`src/rtl/tfc_defines.svh`:
```
`ifndef TFC_DEFINES_SVH
`define TFC_DEFINES_SVH
`define TFC_COLUMNS 8'h84
`define TFC_LAST_COLUMN 8'h83
`define TFC_VCOUNT_TOP 8'h80
`define TFC_LAST_LINE 8'h7F
`define TFC_CODE_CR 7'h0D
`define TFC_CODE_LF 7'h0A
`define TFC_CODE_FF 7'h0C
`define TFC_CODE_VT 7'h0B
`define TFC_CODE_HT 7'h09
`define TFC_CODE_BS 7'h08
`define TFC_CODE_ESC 7'h1B
`define TFC_CODE_SP 7'h20
`define TFC_CODE_HSET 7'h31
`define TFC_CODE_HCLR 7'h32
`define TFC_CODE_VSET 7'h33
`define TFC_CODE_VCLR 7'h34
`define TFC_LINES_PER_INCH 8'h06
`endif

```
`src/rtl/tfc_pkg.sv`:
```
package tfc_pkg;
   typedef enum logic [2:0] {
      TFC_IDLE,
      TFC_HTAB,
      TFC_VTAB,
      TFC_FORM,
      TFC_HCLEAR,
      TFC_VCLEAR,
      TFC_SEND,
      TFC_WAIT
   } tfc_state_type;
endpackage

```
`src/rtl/tfc_tab_forms_control.sv`:
```
`timescale 1ns/1ps
`default_nettype none
`include "tfc_defines.svh"
// Notes on behaviour
// - Hold the preset form length and compare against line feeds performed.
// - Form feed emits exactly the line feeds needed to reach top of form.
// - Track head column over 132 columns and store horizontal tab stops.
// - Horizontal tab emits spaces up to the next stored stop.
// - Count line advances, store vertical stops; vertical tab emits line feeds to next stop or top of form, whichever comes first.
// - Vertical stop allowed on any line; form length bounds the usable range.
// - Counting and housekeeping finish before each generated code is handed on.
// - Read the twelve position form length selector, in inches.
// - Top of form button, when idle, loads the preset for the selected form length into vertical counter.
// - Route decoded codes to horizontal, vertical and forms sections.
// - Send generated line feed and space codes back to the character buffer.
// - Spaces only from horizontal tabs; line feeds only from vertical or forms logic.
// - Sequencing started by data available, section commands and option clock.
// - Disable the receiver while any function is in progress.
// - Escape then 061 stores a horizontal tab; escape then 062 clears all.
// - No stop to the right: spaces to column 132, then suppress printing.
// - Preload 128 minus form lines; reload preset on counter overflow.
// - Column counter zero at margin, up on rightward move, down on backspace.
module tfc_tab_forms_control
   import tfc_pkg::*;
(
   input wire logic sys_clk, // System clock
   input wire logic rst, // Synchronous reset
   input wire logic opt_clk_en, // Option clock pulse
   input wire logic [6:0] rx_data, // Character from receiver
   input wire logic rx_data_avail, // Receiver data available
   input wire logic code_taken, // Terminal took generated code
   input wire logic [3:0] form_length_select, // Selector position 0..11
   input wire logic top_of_form_load_button, // Pushbutton
   output logic [6:0] gen_data, // Generated code
   output logic gen_data_oe_n, // Low while driving data line
   output logic gen_data_avail, // Generated code strobe
   output logic rx_disable, // Receiver output disable
   output logic print_suppress // Printing inhibited at last column
);
   // Pin level inputs pass two flops
   logic [6:0] rx_data_s1, rx_data_s2;
   logic [3:0] ctl_s1, ctl_s2;
   logic [3:0] sel_s1, sel_s2;
   always_ff @(posedge sys_clk) begin
      rx_data_s1 <= rx_data;
      rx_data_s2 <= rx_data_s1;
      ctl_s1 <= {opt_clk_en, rx_data_avail, code_taken, top_of_form_load_button};
      ctl_s2 <= ctl_s1;
      sel_s1 <= form_length_select;
      sel_s2 <= sel_s1;
   end
   wire opt_tick = ctl_s2[3];
   wire avail_s = ctl_s2[2];
   wire taken_s = ctl_s2[1];
   wire button_s = ctl_s2[0];
   logic avail_d, taken_d;
   always_ff @(posedge sys_clk) begin
      if (rst) begin
         avail_d <= 1'b0;
         taken_d <= 1'b0;
      end else begin
         avail_d <= avail_s;
         taken_d <= taken_s;
      end
   end
   wire char_strobe = avail_s & ~avail_d;
   wire taken_pulse = taken_s & ~taken_d;

   // Selector position to form length in inches, then lines
   function automatic logic [7:0] form_lines(input logic [3:0] pos);
      logic [7:0] inches;
      inches = (pos > 4'hB) ? 8'h0B : {4'h0, pos} + 8'h03;
      return 8'((16'(inches) * 16'(`TFC_LINES_PER_INCH)));
   endfunction
   wire [7:0] preset = `TFC_VCOUNT_TOP - form_lines(sel_s2);

   tfc_state_type state, resume;
   logic esc_seen;
   logic [7:0] hcount, vcount, saved;
   logic [6:0] code;
   logic tab_hit;
   logic [131:0] htab;
   logic [127:0] vtab;
   logic rx_dis, oe_n, strobe, suppress;

   wire cmd_cr = (rx_data_s2 == `TFC_CODE_CR);
   wire cmd_lf = (rx_data_s2 == `TFC_CODE_LF);
   wire cmd_ff = (rx_data_s2 == `TFC_CODE_FF);
   wire cmd_vt = (rx_data_s2 == `TFC_CODE_VT);
   wire cmd_ht = (rx_data_s2 == `TFC_CODE_HT);
   wire cmd_bs = (rx_data_s2 == `TFC_CODE_BS);
   wire cmd_esc = (rx_data_s2 == `TFC_CODE_ESC);
   wire htab_store_command = esc_seen & (rx_data_s2 == `TFC_CODE_HSET);
   wire htab_clear_command = esc_seen & (rx_data_s2 == `TFC_CODE_HCLR);
   wire vtab_store_command = esc_seen & (rx_data_s2 == `TFC_CODE_VSET);
   wire vtab_clear_command = esc_seen & (rx_data_s2 == `TFC_CODE_VCLR);
   wire printable = (rx_data_s2 >= `TFC_CODE_SP) & (rx_data_s2 != 7'h7F) & ~esc_seen;
   wire at_right = (hcount == `TFC_LAST_COLUMN);
   wire [7:0] vnext = 8'(vcount + 8'h01);
   // Counter spans 128 lines; the wrap reloads the form preset
   wire v_overflow = (vcount == `TFC_LAST_LINE);
   wire [7:0] vcount_adv = v_overflow ? preset : vnext;
   wire [7:0] hnext = 8'(hcount + 8'h01);
   wire next_htab_hit = (hnext <= `TFC_LAST_COLUMN) && htab[hnext];
   wire next_vtab_hit = vtab[vcount_adv[6:0]];
   wire busy = (state != TFC_IDLE);

   always_ff @(posedge sys_clk) begin
      if (rst) begin
         state <= TFC_IDLE;
         resume <= TFC_IDLE;
         esc_seen <= 1'b0;
         hcount <= 8'h00;
         vcount <= 8'h00;
         saved <= 8'h00;
         code <= 7'h00;
         tab_hit <= 1'b0;
         htab <= '0;
         vtab <= '0;
         rx_dis <= 1'b0;
         oe_n <= 1'b1;
         strobe <= 1'b0;
         suppress <= 1'b0;
      end else begin
         rx_dis <= busy;
         if (button_s && !busy) begin
            vcount <= preset;
         end
         unique case (state)
            TFC_IDLE: begin
               if (char_strobe && !button_s) begin
                  esc_seen <= cmd_esc;
                  if (cmd_cr) begin
                     hcount <= 8'h00;
                     suppress <= 1'b0;
                  end else if (cmd_bs && hcount != 8'h00) begin
                     hcount <= 8'(hcount - 8'h01);
                     suppress <= 1'b0;
                  end else if (printable && !at_right) begin
                     hcount <= hnext;
                  end else if (printable) begin
                     suppress <= 1'b1;
                  end
                  if (cmd_lf) begin
                     vcount <= vcount_adv;
                     suppress <= 1'b0;
                  end
                  if (htab_store_command) begin
                     htab[hcount] <= 1'b1;
                  end
                  if (vtab_store_command) begin
                     vtab[vcount[6:0]] <= 1'b1;
                  end
                  if (cmd_ht) begin
                     state <= TFC_HTAB;
                  end else if (cmd_vt) begin
                     state <= TFC_VTAB;
                  end else if (cmd_ff) begin
                     state <= TFC_FORM;
                  end else if (htab_clear_command) begin
                     saved <= hcount;
                     hcount <= 8'h00;
                     state <= TFC_HCLEAR;
                  end else if (vtab_clear_command) begin
                     saved <= vcount;
                     vcount <= 8'h00;
                     state <= TFC_VCLEAR;
                  end
               end
            end
            TFC_HTAB: begin
               if (at_right || tab_hit) begin
                  tab_hit <= 1'b0;
                  state <= TFC_IDLE;
               end else if (opt_tick) begin
                  tab_hit <= next_htab_hit;
                  hcount <= hnext;
                  code <= `TFC_CODE_SP;
                  resume <= TFC_HTAB;
                  state <= TFC_SEND;
               end
            end
            TFC_VTAB, TFC_FORM: begin
               if (tab_hit) begin
                  tab_hit <= 1'b0;
                  state <= TFC_IDLE;
               end else if (opt_tick) begin
                  tab_hit <= v_overflow | ((state == TFC_VTAB) & next_vtab_hit);
                  vcount <= vcount_adv;
                  code <= `TFC_CODE_LF;
                  resume <= state;
                  state <= TFC_SEND;
               end
            end
            TFC_HCLEAR: begin
               if (opt_tick) begin
                  htab[hcount] <= 1'b0;
                  if (at_right) begin
                     hcount <= saved;
                     state <= TFC_IDLE;
                  end else begin
                     hcount <= hnext;
                  end
               end
            end
            TFC_VCLEAR: begin
               if (opt_tick) begin
                  vtab[vcount[6:0]] <= 1'b0;
                  if (vcount == `TFC_LAST_LINE) begin
                     vcount <= saved;
                     state <= TFC_IDLE;
                  end else begin
                     vcount <= vnext;
                  end
               end
            end
            TFC_SEND: begin
               oe_n <= 1'b0;
               strobe <= 1'b1;
               state <= TFC_WAIT;
            end
            TFC_WAIT: begin
               if (taken_pulse) begin
                  oe_n <= 1'b1;
                  strobe <= 1'b0;
                  state <= resume;
               end
            end
         endcase
      end
   end

   always_ff @(posedge sys_clk) begin
      if (rst) begin
         gen_data <= 7'h00;
      end else begin
         gen_data <= code;
      end
   end
   assign gen_data_oe_n = oe_n;
   assign gen_data_avail = strobe;
   assign rx_disable = rx_dis;
   assign print_suppress = suppress;
endmodule // tfc_tab_forms_control
`default_nettype wire

```
`config.mk`:
```
export PLATFORM = sky130hd
export DESIGN_NAME = tfc_tab_forms_control
export DESIGN_NICKNAME = d
export VERILOG_FILES = /design/src/rtl/tfc_pkg.sv /design/src/rtl/tfc_tab_forms_control.sv
export VERILOG_INCLUDE_DIRS = /design/src /design/src/rtl
export SDC_FILE = /design/constraint.sdc
export NUM_CORES = 1
export LEC_CHECK = 0
export CAP_MARGIN = 20
export CORE_AREA = 2 2 205 207
export DETAILED_ROUTE_END_ITERATION = 7
export DIE_AREA = 0 0 207 209
export DONT_BUFFER_PORTS = 1
export GPL_TIMING_DRIVEN = 0
export PLACE_DENSITY = 0.61
export SETUP_SLACK_MARGIN = 0.02
export SLEW_MARGIN = 20
export SYNTH_ARGS = -nofsm -noshare
export SYNTH_HDL_FRONTEND = slang
export SYNTH_SLANG_ARGS = --single-unit
```
`constraint.sdc`:
```
create_clock -name sys_clk -period 4.5 [get_ports sys_clk]
set_input_delay 0.225 -clock sys_clk [delete_from_list [all_inputs] [get_ports sys_clk]]
set_output_delay 0.225 -clock sys_clk [all_outputs]
set_load 0.1 [all_outputs]
```
## Word level (Yosys, flattened, before mapping)

Index checks and enable logic that the tools add are counted.

- Multiplexer cells: 85
- Bitwise logic cells: 22
- Add/subtract/negate cells: 5
- Multipliers: 1
- Magnitude comparators: 9
- Eq/ne operators: 36
- Reduce and logical (&&, ||, !) cells: 32

Operator list:

| cell | count |
|---|---|
| 132-bit 2-to-1 mux | 3 |
| 128-bit 2-to-1 mux | 3 |
| 132-bit one-hot mux with 2 select lines | 1 |
| 128-bit one-hot mux with 2 select lines | 1 |
| 8-bit 2-to-1 mux | 27 |
| 132-bit bitwise AND | 1 |
| 132-bit NOT | 1 |
| 132-bit bitwise OR | 1 |
| 128-bit bitwise AND | 1 |
| 128-bit NOT | 1 |
| 128-bit bitwise OR | 1 |
| 3-bit 2-to-1 mux | 18 |
| 8-bit one-hot mux with 3 select lines | 2 |
| 7-bit by 4-bit equality test with 1-bit output (second input constant) | 6 |
| 7-bit by 6-bit equality test with 1-bit output (second input constant) | 4 |
| 7-bit 2-to-1 mux | 4 |
| 2-bit != test (second input constant) | 12 |
| 3-bit one-hot mux with 7 select lines | 1 |
| 8-bit by 9-bit < comparator with 1-bit output (second input constant) | 2 |
| 8-bit by 1-bit adder with 8-bit output (second input constant) | 2 |
| 7-bit by 8-bit < comparator with 1-bit output (second input constant) | 2 |
| 1-bit 2-to-1 mux | 15 |
| 7-bit one-hot mux with 2 select lines | 1 |
| 3-bit equality test (second input constant) | 4 |
| 42 further kinds | 76 |

- Output and inout bits: 11
- Flip-flop bits (word level): 342
- Input bits: 17

## Logic depth before layout (Yosys ltp)

Gate-level depths: netlist (run 1).

- Depth after elaboration: 13
- Mapped depth: 16
- Depth with buffers taken out: 15

## Worst setup path before layout (run 1)

No wires, ideal clock.

- Path type: register -> register
- From: register hcount[0]
- To: register tab_hit
- Library setup time: 0.133 ns
- Stages on the path, launching flop included: 15
- Slack: 0.945 ns
- Arrival: 3.422 ns
- Buffers on the path: 4
- Cell sequence: dfxtp_1 > buf_1 > buf_2 > inv_1 > ha_1 > buf_6 > buf_4 > mux4_2 > mux4_2 > mux2i_1 > nor3_1 > nor3_1 > a31oi_1 > a31oi_1 > a211oi_2

- Longest elaborated chain between the ends: 7
- Elaborated cells on any way between the ends: 12

RTL lines:

| item | line | RTL |
|---|---|---|
| start, declared | tfc_tab_forms_control.sv:79 | `logic [7:0] hcount, vcount, saved;` |
| start signal, assigned | tfc_tab_forms_control.sv:137 | `hcount <= 8'(hcount - 8'h01);` |
| start signal, assigned | tfc_tab_forms_control.sv:140 | `hcount <= hnext;` |
| start signal, assigned | tfc_tab_forms_control.sv:177 | `hcount <= hnext;` |
| 8-bit by 1-bit adder with 8-bit output | tfc_tab_forms_control.sv:103 | `wire [7:0] hnext = 8'(hcount + 8'h01);` |
| 1-bit binary-select mux with 8-bit select | tfc_tab_forms_control.sv:104 | `` wire next_htab_hit = (hnext <= `TFC_LAST_COLUMN) && htab[hnext]; `` |
| 1-bit 2-to-1 mux (not written as such) | tfc_tab_forms_control.sv:104 |  |
| 1-bit logical AND | tfc_tab_forms_control.sv:104 |  |
| 1-bit 2-to-1 mux | tfc_tab_forms_control.sv:175 | `end else if (opt_tick) begin` |
| 1-bit 2-to-1 mux | tfc_tab_forms_control.sv:172 | `if (at_right \|\| tab_hit) begin` |
| 1-bit one-hot mux with 2 select lines | tfc_tab_forms_control.sv:129 | `unique case (state)` |
| end signal, assigned | tfc_tab_forms_control.sv:176 | `tab_hit <= next_htab_hit;` |
| end signal, assigned | tfc_tab_forms_control.sv:188 | `tab_hit <= v_overflow \| ((state == TFC_VTAB) & next_vtab_hit);` |
| end, declared | tfc_tab_forms_control.sv:81 | `logic tab_hit;` |

Parallel ways exist; a longest one is shown, timed or not. The select of a mux whose other input is x is not followed.
A chain may end at the register's enable or synchronous reset.

## Final worst setup path (run 1)

Ends and elaborated chain as after synthesis.

==> results of run 1 <==
==> cell usage after synthesis, drive strengths merged (15+ instances only) <==
master  number  area [sq um]
mux2i       22         220.2
a31oi       15         93.84
nand2b      20         125.1
buf         54         296.5
nand2      100         380.4
nor3        41         226.5
or3        116         725.7
o21ai      175         879.6
dfxtp      332          6646
nor2       110         422.9
nand4       25         162.6
a21oi      323          1632
o22ai       15         93.84
mux2        22         247.7
mux4        39         878.3
clkbuf     156         585.6
a311oi     134          1174
nand3       24         132.6
inv         28         105.1
==> path summary, 6_finish.rpt <==
path | start | to | slack, ns | depth (start not counted)
worst max register to register | hcount[0] | tab_hit | 0.14 | 14
worst min register to register | ctl_s1[0] | ctl_s2[0] | 0.32 | 0
worst min-delay path | code_taken | ctl_s1[1] | 0.20 | 1
worst max-delay path | hcount[0] | tab_hit | 0.14 | 14
==> worst max-delay path, cell delays in order (launching register included) <==
cell	delay, ns
dfxtp_1	0.47
buf_4	0.28
buf_4	0.27
inv_1	0.14
ha_1	0.32
buf_6	0.19
buf_6	0.22
mux4_2	0.53
mux4_2	0.50
mux2i_1	0.23
nor3_1	0.09
nor3_2	0.29
a31oi_2	0.28
a31oi_4	0.28
a211oi_2	0.10
==> per-stage QoR <==
step	power, uW	utilization (%)	setup TNS, ns	cells
final	7235	46.20	0	2575
after floorplan	3495	-	0	1949
after CTS	7225	46.08	0	2573
after global routing	7410	46.20	0	2575
after global placement	3685	42.18	-0.8029	2488
after detailed placement	3688	42.20	-0.7150	2488
==> kinds of logic (layout without fill, tap and decap cells) <==
logic type               Yosys count  in the layout  share of synthesized area [%]
multiplexers                      83             83                          8.051
buffers and inverters            239            326                          5.926
XOR/XNOR                          18             18                          1.137
AND/OR/NAND/NOR                  494            494                          15.66
other                              1              6                        0.02243
flip-flops                       332            332                          39.75
AO/OA/AOI/OAI                    763            763                          28.37
adder cells (fa/ha/maj)           14             14                          1.092
==> timing repair <==
item / 4_1_cts / 5_1_grt
endpoints found under the hold margin: 15 / 0
resized for setup: 6 / 7
pin swaps: 0 / 2
setup buffers: 0 / 1
endpoints found under the setup margin: 1 / 1
hold buffers: 15 / 0
==> layer usage <==
metal  global-route usage [%]  part of all wire [%]  routed length [microns]  vias up
met5                        0                     0                        0        -
met4                    12.32                   4.9                     3128        0
met3                    7.409                    11                     7010      230
met2                    43.01                    43                    27620     1045
met1                    37.63                    41                    25800     8028
li1                         -                     -                        -     7499
==> final cells by class <==
| type | instances | area (sq um) |
|---|---|---|
| inverter | 29 | 108.9 |
| sequential | 332 | 6646 |
| tap | 539 | 674.4 |
| clock buffer | 49 | 1117 |
| timing repair buffer | 17 | 162.7 |
| clock inverter | 21 | 314.1 |
| buffer | 210 | 899.6 |
| multi-input combinational | 1378 | 9153 |
| fill | 4095 | 22210 |
==> report_power, final <==
| group | internal [uW] | total, uW | leakage [uW] | switching (uW) |
|---|---|---|---|---|
| Combinational | 204 | 685 | 0.00269 | 481 |
| Clock | 2180 | 3560 | 0.000711 | 1380 |
| Sequential | 2970 | 2990 | 0.00269 | 25.0 |
| Total | 5350 | 7240 | 0.00608 | 1890 |
==> reports/metrics.csv, run 1 <==
stage,metric,value,unit
placed_design,gp_congestion,0.9634,
yosys,synthCells,1944,
clock_tree,cts_tree,done,
die,die_h,209,microns
job,cap_viol_max_count,0,
final_layout,stdcell_area,0.01908,sq mm
die,die_area,0.04326,sq mm
yosys,yosys.cell_types.count,89,
yosys,synth_seq_area_share,39.75,%
timing,fin_skew,0.02737,ns
final_layout,layout_commonest_cell,dfxtp_1,
worst_hold_path,hp-class,in2reg,
placed_design,pre_cts_ws,-0.7150,ns
clock_tree,clk_pin_slew,0.06,ns
grt,grt_overflow,0,
routing,vias,16800,
timing,holdWs,0.1969,ns
routing,wl_per_cell,24.68,microns
placed_design,hpwlAfterDp,42490,microns
run_status,outcome,completed,
routing,viasPerCell,6.525,
final_layout,drive_above_1_share,10.36,%
die,ioPinCount,28,
yosys,yosysWarnings,0,
grt,grt_first_pass_wirelength,95230,microns
yosys,syn_area,0.01672,sq mm
clock_tree,htree_levels,2,
critical_path,worstPathRequired,4.93,ns
die,start_util,40.50,%
critical_path,critPathKind,reg2reg,
timing,rsz0062_at_grt,no,
critical_path,arrival,4.79,ns
power,power-per-cell-area,379.3,mW/mm^2
timing,fmax,0.2291,GHz
routing,drc,0,
routing,drtIter0Drc,2003,
placed_design,post_dp_cell_area,0.01742,sq mm
final_layout,syn2layout_area_growth,14.07,%
grt,first_global_vias,15570,
routing,dr.pass1.iters,7,
timing,period_needed,4.364,ns
die,rows,75,
clock_tree,cts_root_buf,clkbuf_16,
routing,totalWireLength,63560,microns
timing,slew_viol_final,0,
yosys,synth_seq_cells,332,
placed_design,port_buffers,0,
yosys,syn_avg_cell_area,8.602,sq um
timing,worst_pin_slew,1.343,ns
final_layout,final_cell_mix,"332 x dfxtp_1, 321 x a21oi_1, 170 x o21ai_0, 159 x clkbuf_1, 134 x a311oi_1",
yosys,ys.flop_type,dfxtp_1,
yosys,synth_edf_count,0,
timing,setup_violations,0,
timing,hold_violations,0,
final_layout,diodes,0,
final_layout,nets,2039,
clock_tree,cts.sinks,332,
power,vdd_ir_drop_max,0.0003060,V
grt,antenna_found_initial,0,
grt,grt_max_degree,15,
grt,grtUsageTotal,28.21,%
timing,post-route-period-util,96.98,%
clock_tree,cts_buffer_depth,3,
critical_path,cp-end-kind,register,
timing,worst_slack,0.1357,ns
timing,max-slew-margin-rel,9.533,%
clock_tree,cts_made_buffers,40,
die,chipWidth,207,microns
critical_path,cp_max_fo,10,
clock_tree,worstSkewPairLatency,0.58,ns
yosys,synthArstFlopShare,0,%
critical_path,start_kind,register,
die,coreArea,0.04129,sq mm
routing,ant_nets,0,
power,power.static_leakage,0.006084,uW
No activity file was read; power rests on OpenSTA's default activity.
==> inputs of run 2 (changes only) <==
--- a/config.mk
+++ b/config.mk
@@ -13,6 +13,7 @@
 export DONT_BUFFER_PORTS = 1
 export GPL_TIMING_DRIVEN = 0
 export PLACE_DENSITY = 0.61
+export RECOVER_POWER = 25
 export SETUP_SLACK_MARGIN = 0.02
 export SLEW_MARGIN = 20
 export SYNTH_ARGS = -nofsm -noshare
==> constraint.sdc (replaced) <==
create_clock -name sys_clk -period 5.17 [get_ports sys_clk]
set_input_delay 0.2585 -clock sys_clk [delete_from_list [all_inputs] [get_ports sys_clk]]
set_output_delay 0.2585 -clock sys_clk [all_outputs]
set_load 0.1 [all_outputs]
==> reports/metrics.csv, run 2 (synthesis gave the netlist of run 1 again) <==
stage,metric,value,unit,change
timing,fmax,0.2045,GHz,-11%
critical_path,cp_top_family,buffers and inverters,,
timing,slew_viol_final,0,,unchanged
timing,setup_violations,0,,unchanged
routing,wl_per_cell,24.71,microns,+0.12%
clock_tree,clk_pin_slew,0.06,ns,about the same
grt,first_global_vias,15570,,-0.051%
critical_path,cpPeakStageDelay,0.54,ns,about the same
timing,worst_slack,0.2810,ns,+0.1453 ns
placed_design,port_buffers,0,,unchanged
grt,grtUsageTotal,28.20,%,about the same
die,coreArea,0.04129,sq mm,unchanged
die,start_util,40.50,%,unchanged
placed_design,gp_congestion,0.9634,,unchanged
power,clock_power_share,49.4,%,+0.2 points
power,p_sw,1649,uW,-13%
die,chipWidth,207,microns,unchanged
final_layout,nets,2038,,-0.049%
placed_design,hpwlAfterDp,42490,microns,unchanged
timing,hold_violations,0,,unchanged
clock_tree,cts_root_buf,clkbuf_16,,
critical_path,crit_slowest_cell,mux4_2,,
timing,worst_pin_slew,1.289,ns,-0.05418 ns
final_layout,final_cell_mix,"332 x dfxtp_1, 321 x a21oi_1, 173 x o21ai_0, 164 x clkbuf_1, 134 x a311oi_1",,
job,cap_viol_max_count,0,,unchanged
final_layout,drive_above_1_share,9.828,%,-0.54 points
clock_tree,cts.sinks,332,,unchanged
routing,viasPerCell,6.546,,+0.32%
timing,max-slew-margin-rel,13.18,%,+3.7 points
timing,fin_skew,0.02827,ns,+0.0009033 ns
die,ioPinCount,28,,unchanged
die,rows,75,,unchanged
clock_tree,worstSkewPairLatency,0.58,ns,about the same
critical_path,crit_path_cell_trace,"buf_2, buf_2, inv_1, ha_1, buf_6, buf_4, mux4_2, mux4_2, mux2i_1, nor3_1, nor3_2, a31oi_1, a31oi_1, a211oi_2",,
timing,period_needed,4.889,ns,+0.5247 ns
routing,ant_nets,0,,unchanged
critical_path,cp.depth,14,,unchanged
final_layout,finalNonFillerCells,2575,,unchanged
clock_tree,cts_buffer_depth,3,,unchanged
power,power.static_leakage,0.006054,uW,-0.49%
critical_path,cp_max_fo,10,,unchanged
placed_design,pre_cts_ws,-0.04496,ns,+0.6700 ns
die,die_h,209,microns,unchanged
final_layout,final_core_util,46.04,%,-0.16 points
grt,grt_max_degree,15,,unchanged
run_status,outcome,completed,,
routing,drtIter0Drc,2031,,+1.4%
critical_path,arrival,5.32,ns,+0.53 ns
grt,grt_overflow,0,,unchanged
routing,vias,16860,,+0.32%
grt,grt_first_pass_wirelength,95190,microns,about the same
final_layout,syn2layout_area_growth,13.67,%,
routing,totalWireLength,63640,microns,+0.12%
timing,post-route-period-util,94.57,%,-2.4 points
worst_hold_path,hp-class,in2reg,,
power,p_int,4646,uW,-13%
clock_tree,cts_made_buffers,40,,unchanged
clock_tree,htree_levels,2,,unchanged
critical_path,cp-end-kind,register,,
critical_path,rr_worst_depth,14,,unchanged
placed_design,dpl.cell_count,2488,,unchanged
power,vdd_ir_drop_max,0.0002693,V,-12%
power,power-per-cell-area,331.1,mW/mm^2,-13%
power,pwr-share-comb,9.3,%,-0.2 points
timing,rsz0062_at_grt,no,,
timing,fin_setup_tns,0,ns,unchanged
critical_path,cp_num_buf_inv,5,,unchanged
routing,drc,0,,unchanged
die,die_area,0.04326,sq mm,unchanged
grt,antenna_found_initial,0,,unchanged
routing,dr.pass1.iters,6,,-1
power,seq_power_share,41.4,%,about the same
critical_path,critPathKind,reg2reg,,
power,switching_share,26.20,%,+0.074 points
final_layout,layout_commonest_cell,dfxtp_1,,
clock_tree,cts_tree,done,,
critical_path,worstPathRequired,5.60,ns,+0.67 ns
critical_path,start_kind,register,,
worst_hold_path,hold_depth,1,,unchanged
[run 2: area by class of cell]
type | count | area [sq um]
Antenna cell | 1 | 2.502
Multi-Input combinational cell | 1378 | 9116
Clock inverter | 21 | 314.1
Clock buffer | 49 | 1117
Tap cell | 539 | 674.4
Timing Repair Buffer | 16 | 155.1
Sequential cell | 332 | 6646
Inverter | 29 | 108.9
Buffer | 210 | 873.3
Fill cell | 4109 | 22280
[run 2: timing repair]
action / CTS / global route
gates resized for setup: 1 / 1
setup endpoints to repair: 1 / 1
hold buffers: 15 / 0
buffers inserted: 0 / 0
hold endpoints to repair: 15 / 0
[run 2: through the flow]
step           instance area [sq um]  total power [uW]  hold WS, ns
6_report                       19010              6295       0.2272
5_1_grt                        19010              6438       0.2263
4_1_cts                        19010              6287       0.2071
3_5_place_dp                   17420              3210       0.2863
3_3_place_gp                   17420              3207       0.2863
2_1_floorplan                  16740              3043       0.2862
[run 2: metal layers]
layer	vias to the layer above	part of all wire (%)	global-route usage, %
met1	8079	41	37.83
met5	-	0	0
met3	231	11	7.124
met4	0	4.8	12.22
met2	1055	43	42.99
li1	7490	-	-
[run 2: path summary, 6_finish.rpt]
kind,start,endpoint,slack [ns]
worst min register to register,ctl_s1[0],ctl_s2[0],0.32
worst min-delay path,rx_data[6],rx_data_s1[6],0.23
worst max register to register,hcount[0],tab_hit,0.28
worst max-delay path,hcount[0],tab_hit,0.28
[run 2: power groups by stage]
stage	sequential [uW]	combinational, uW	clock, uW
after floorplan	2650	390	0
after global placement	2660	549	0
after detailed placement	2660	551	0
after CTS	2600	564	3120
after global routing	2600	617	3220
final	2600	584	3110
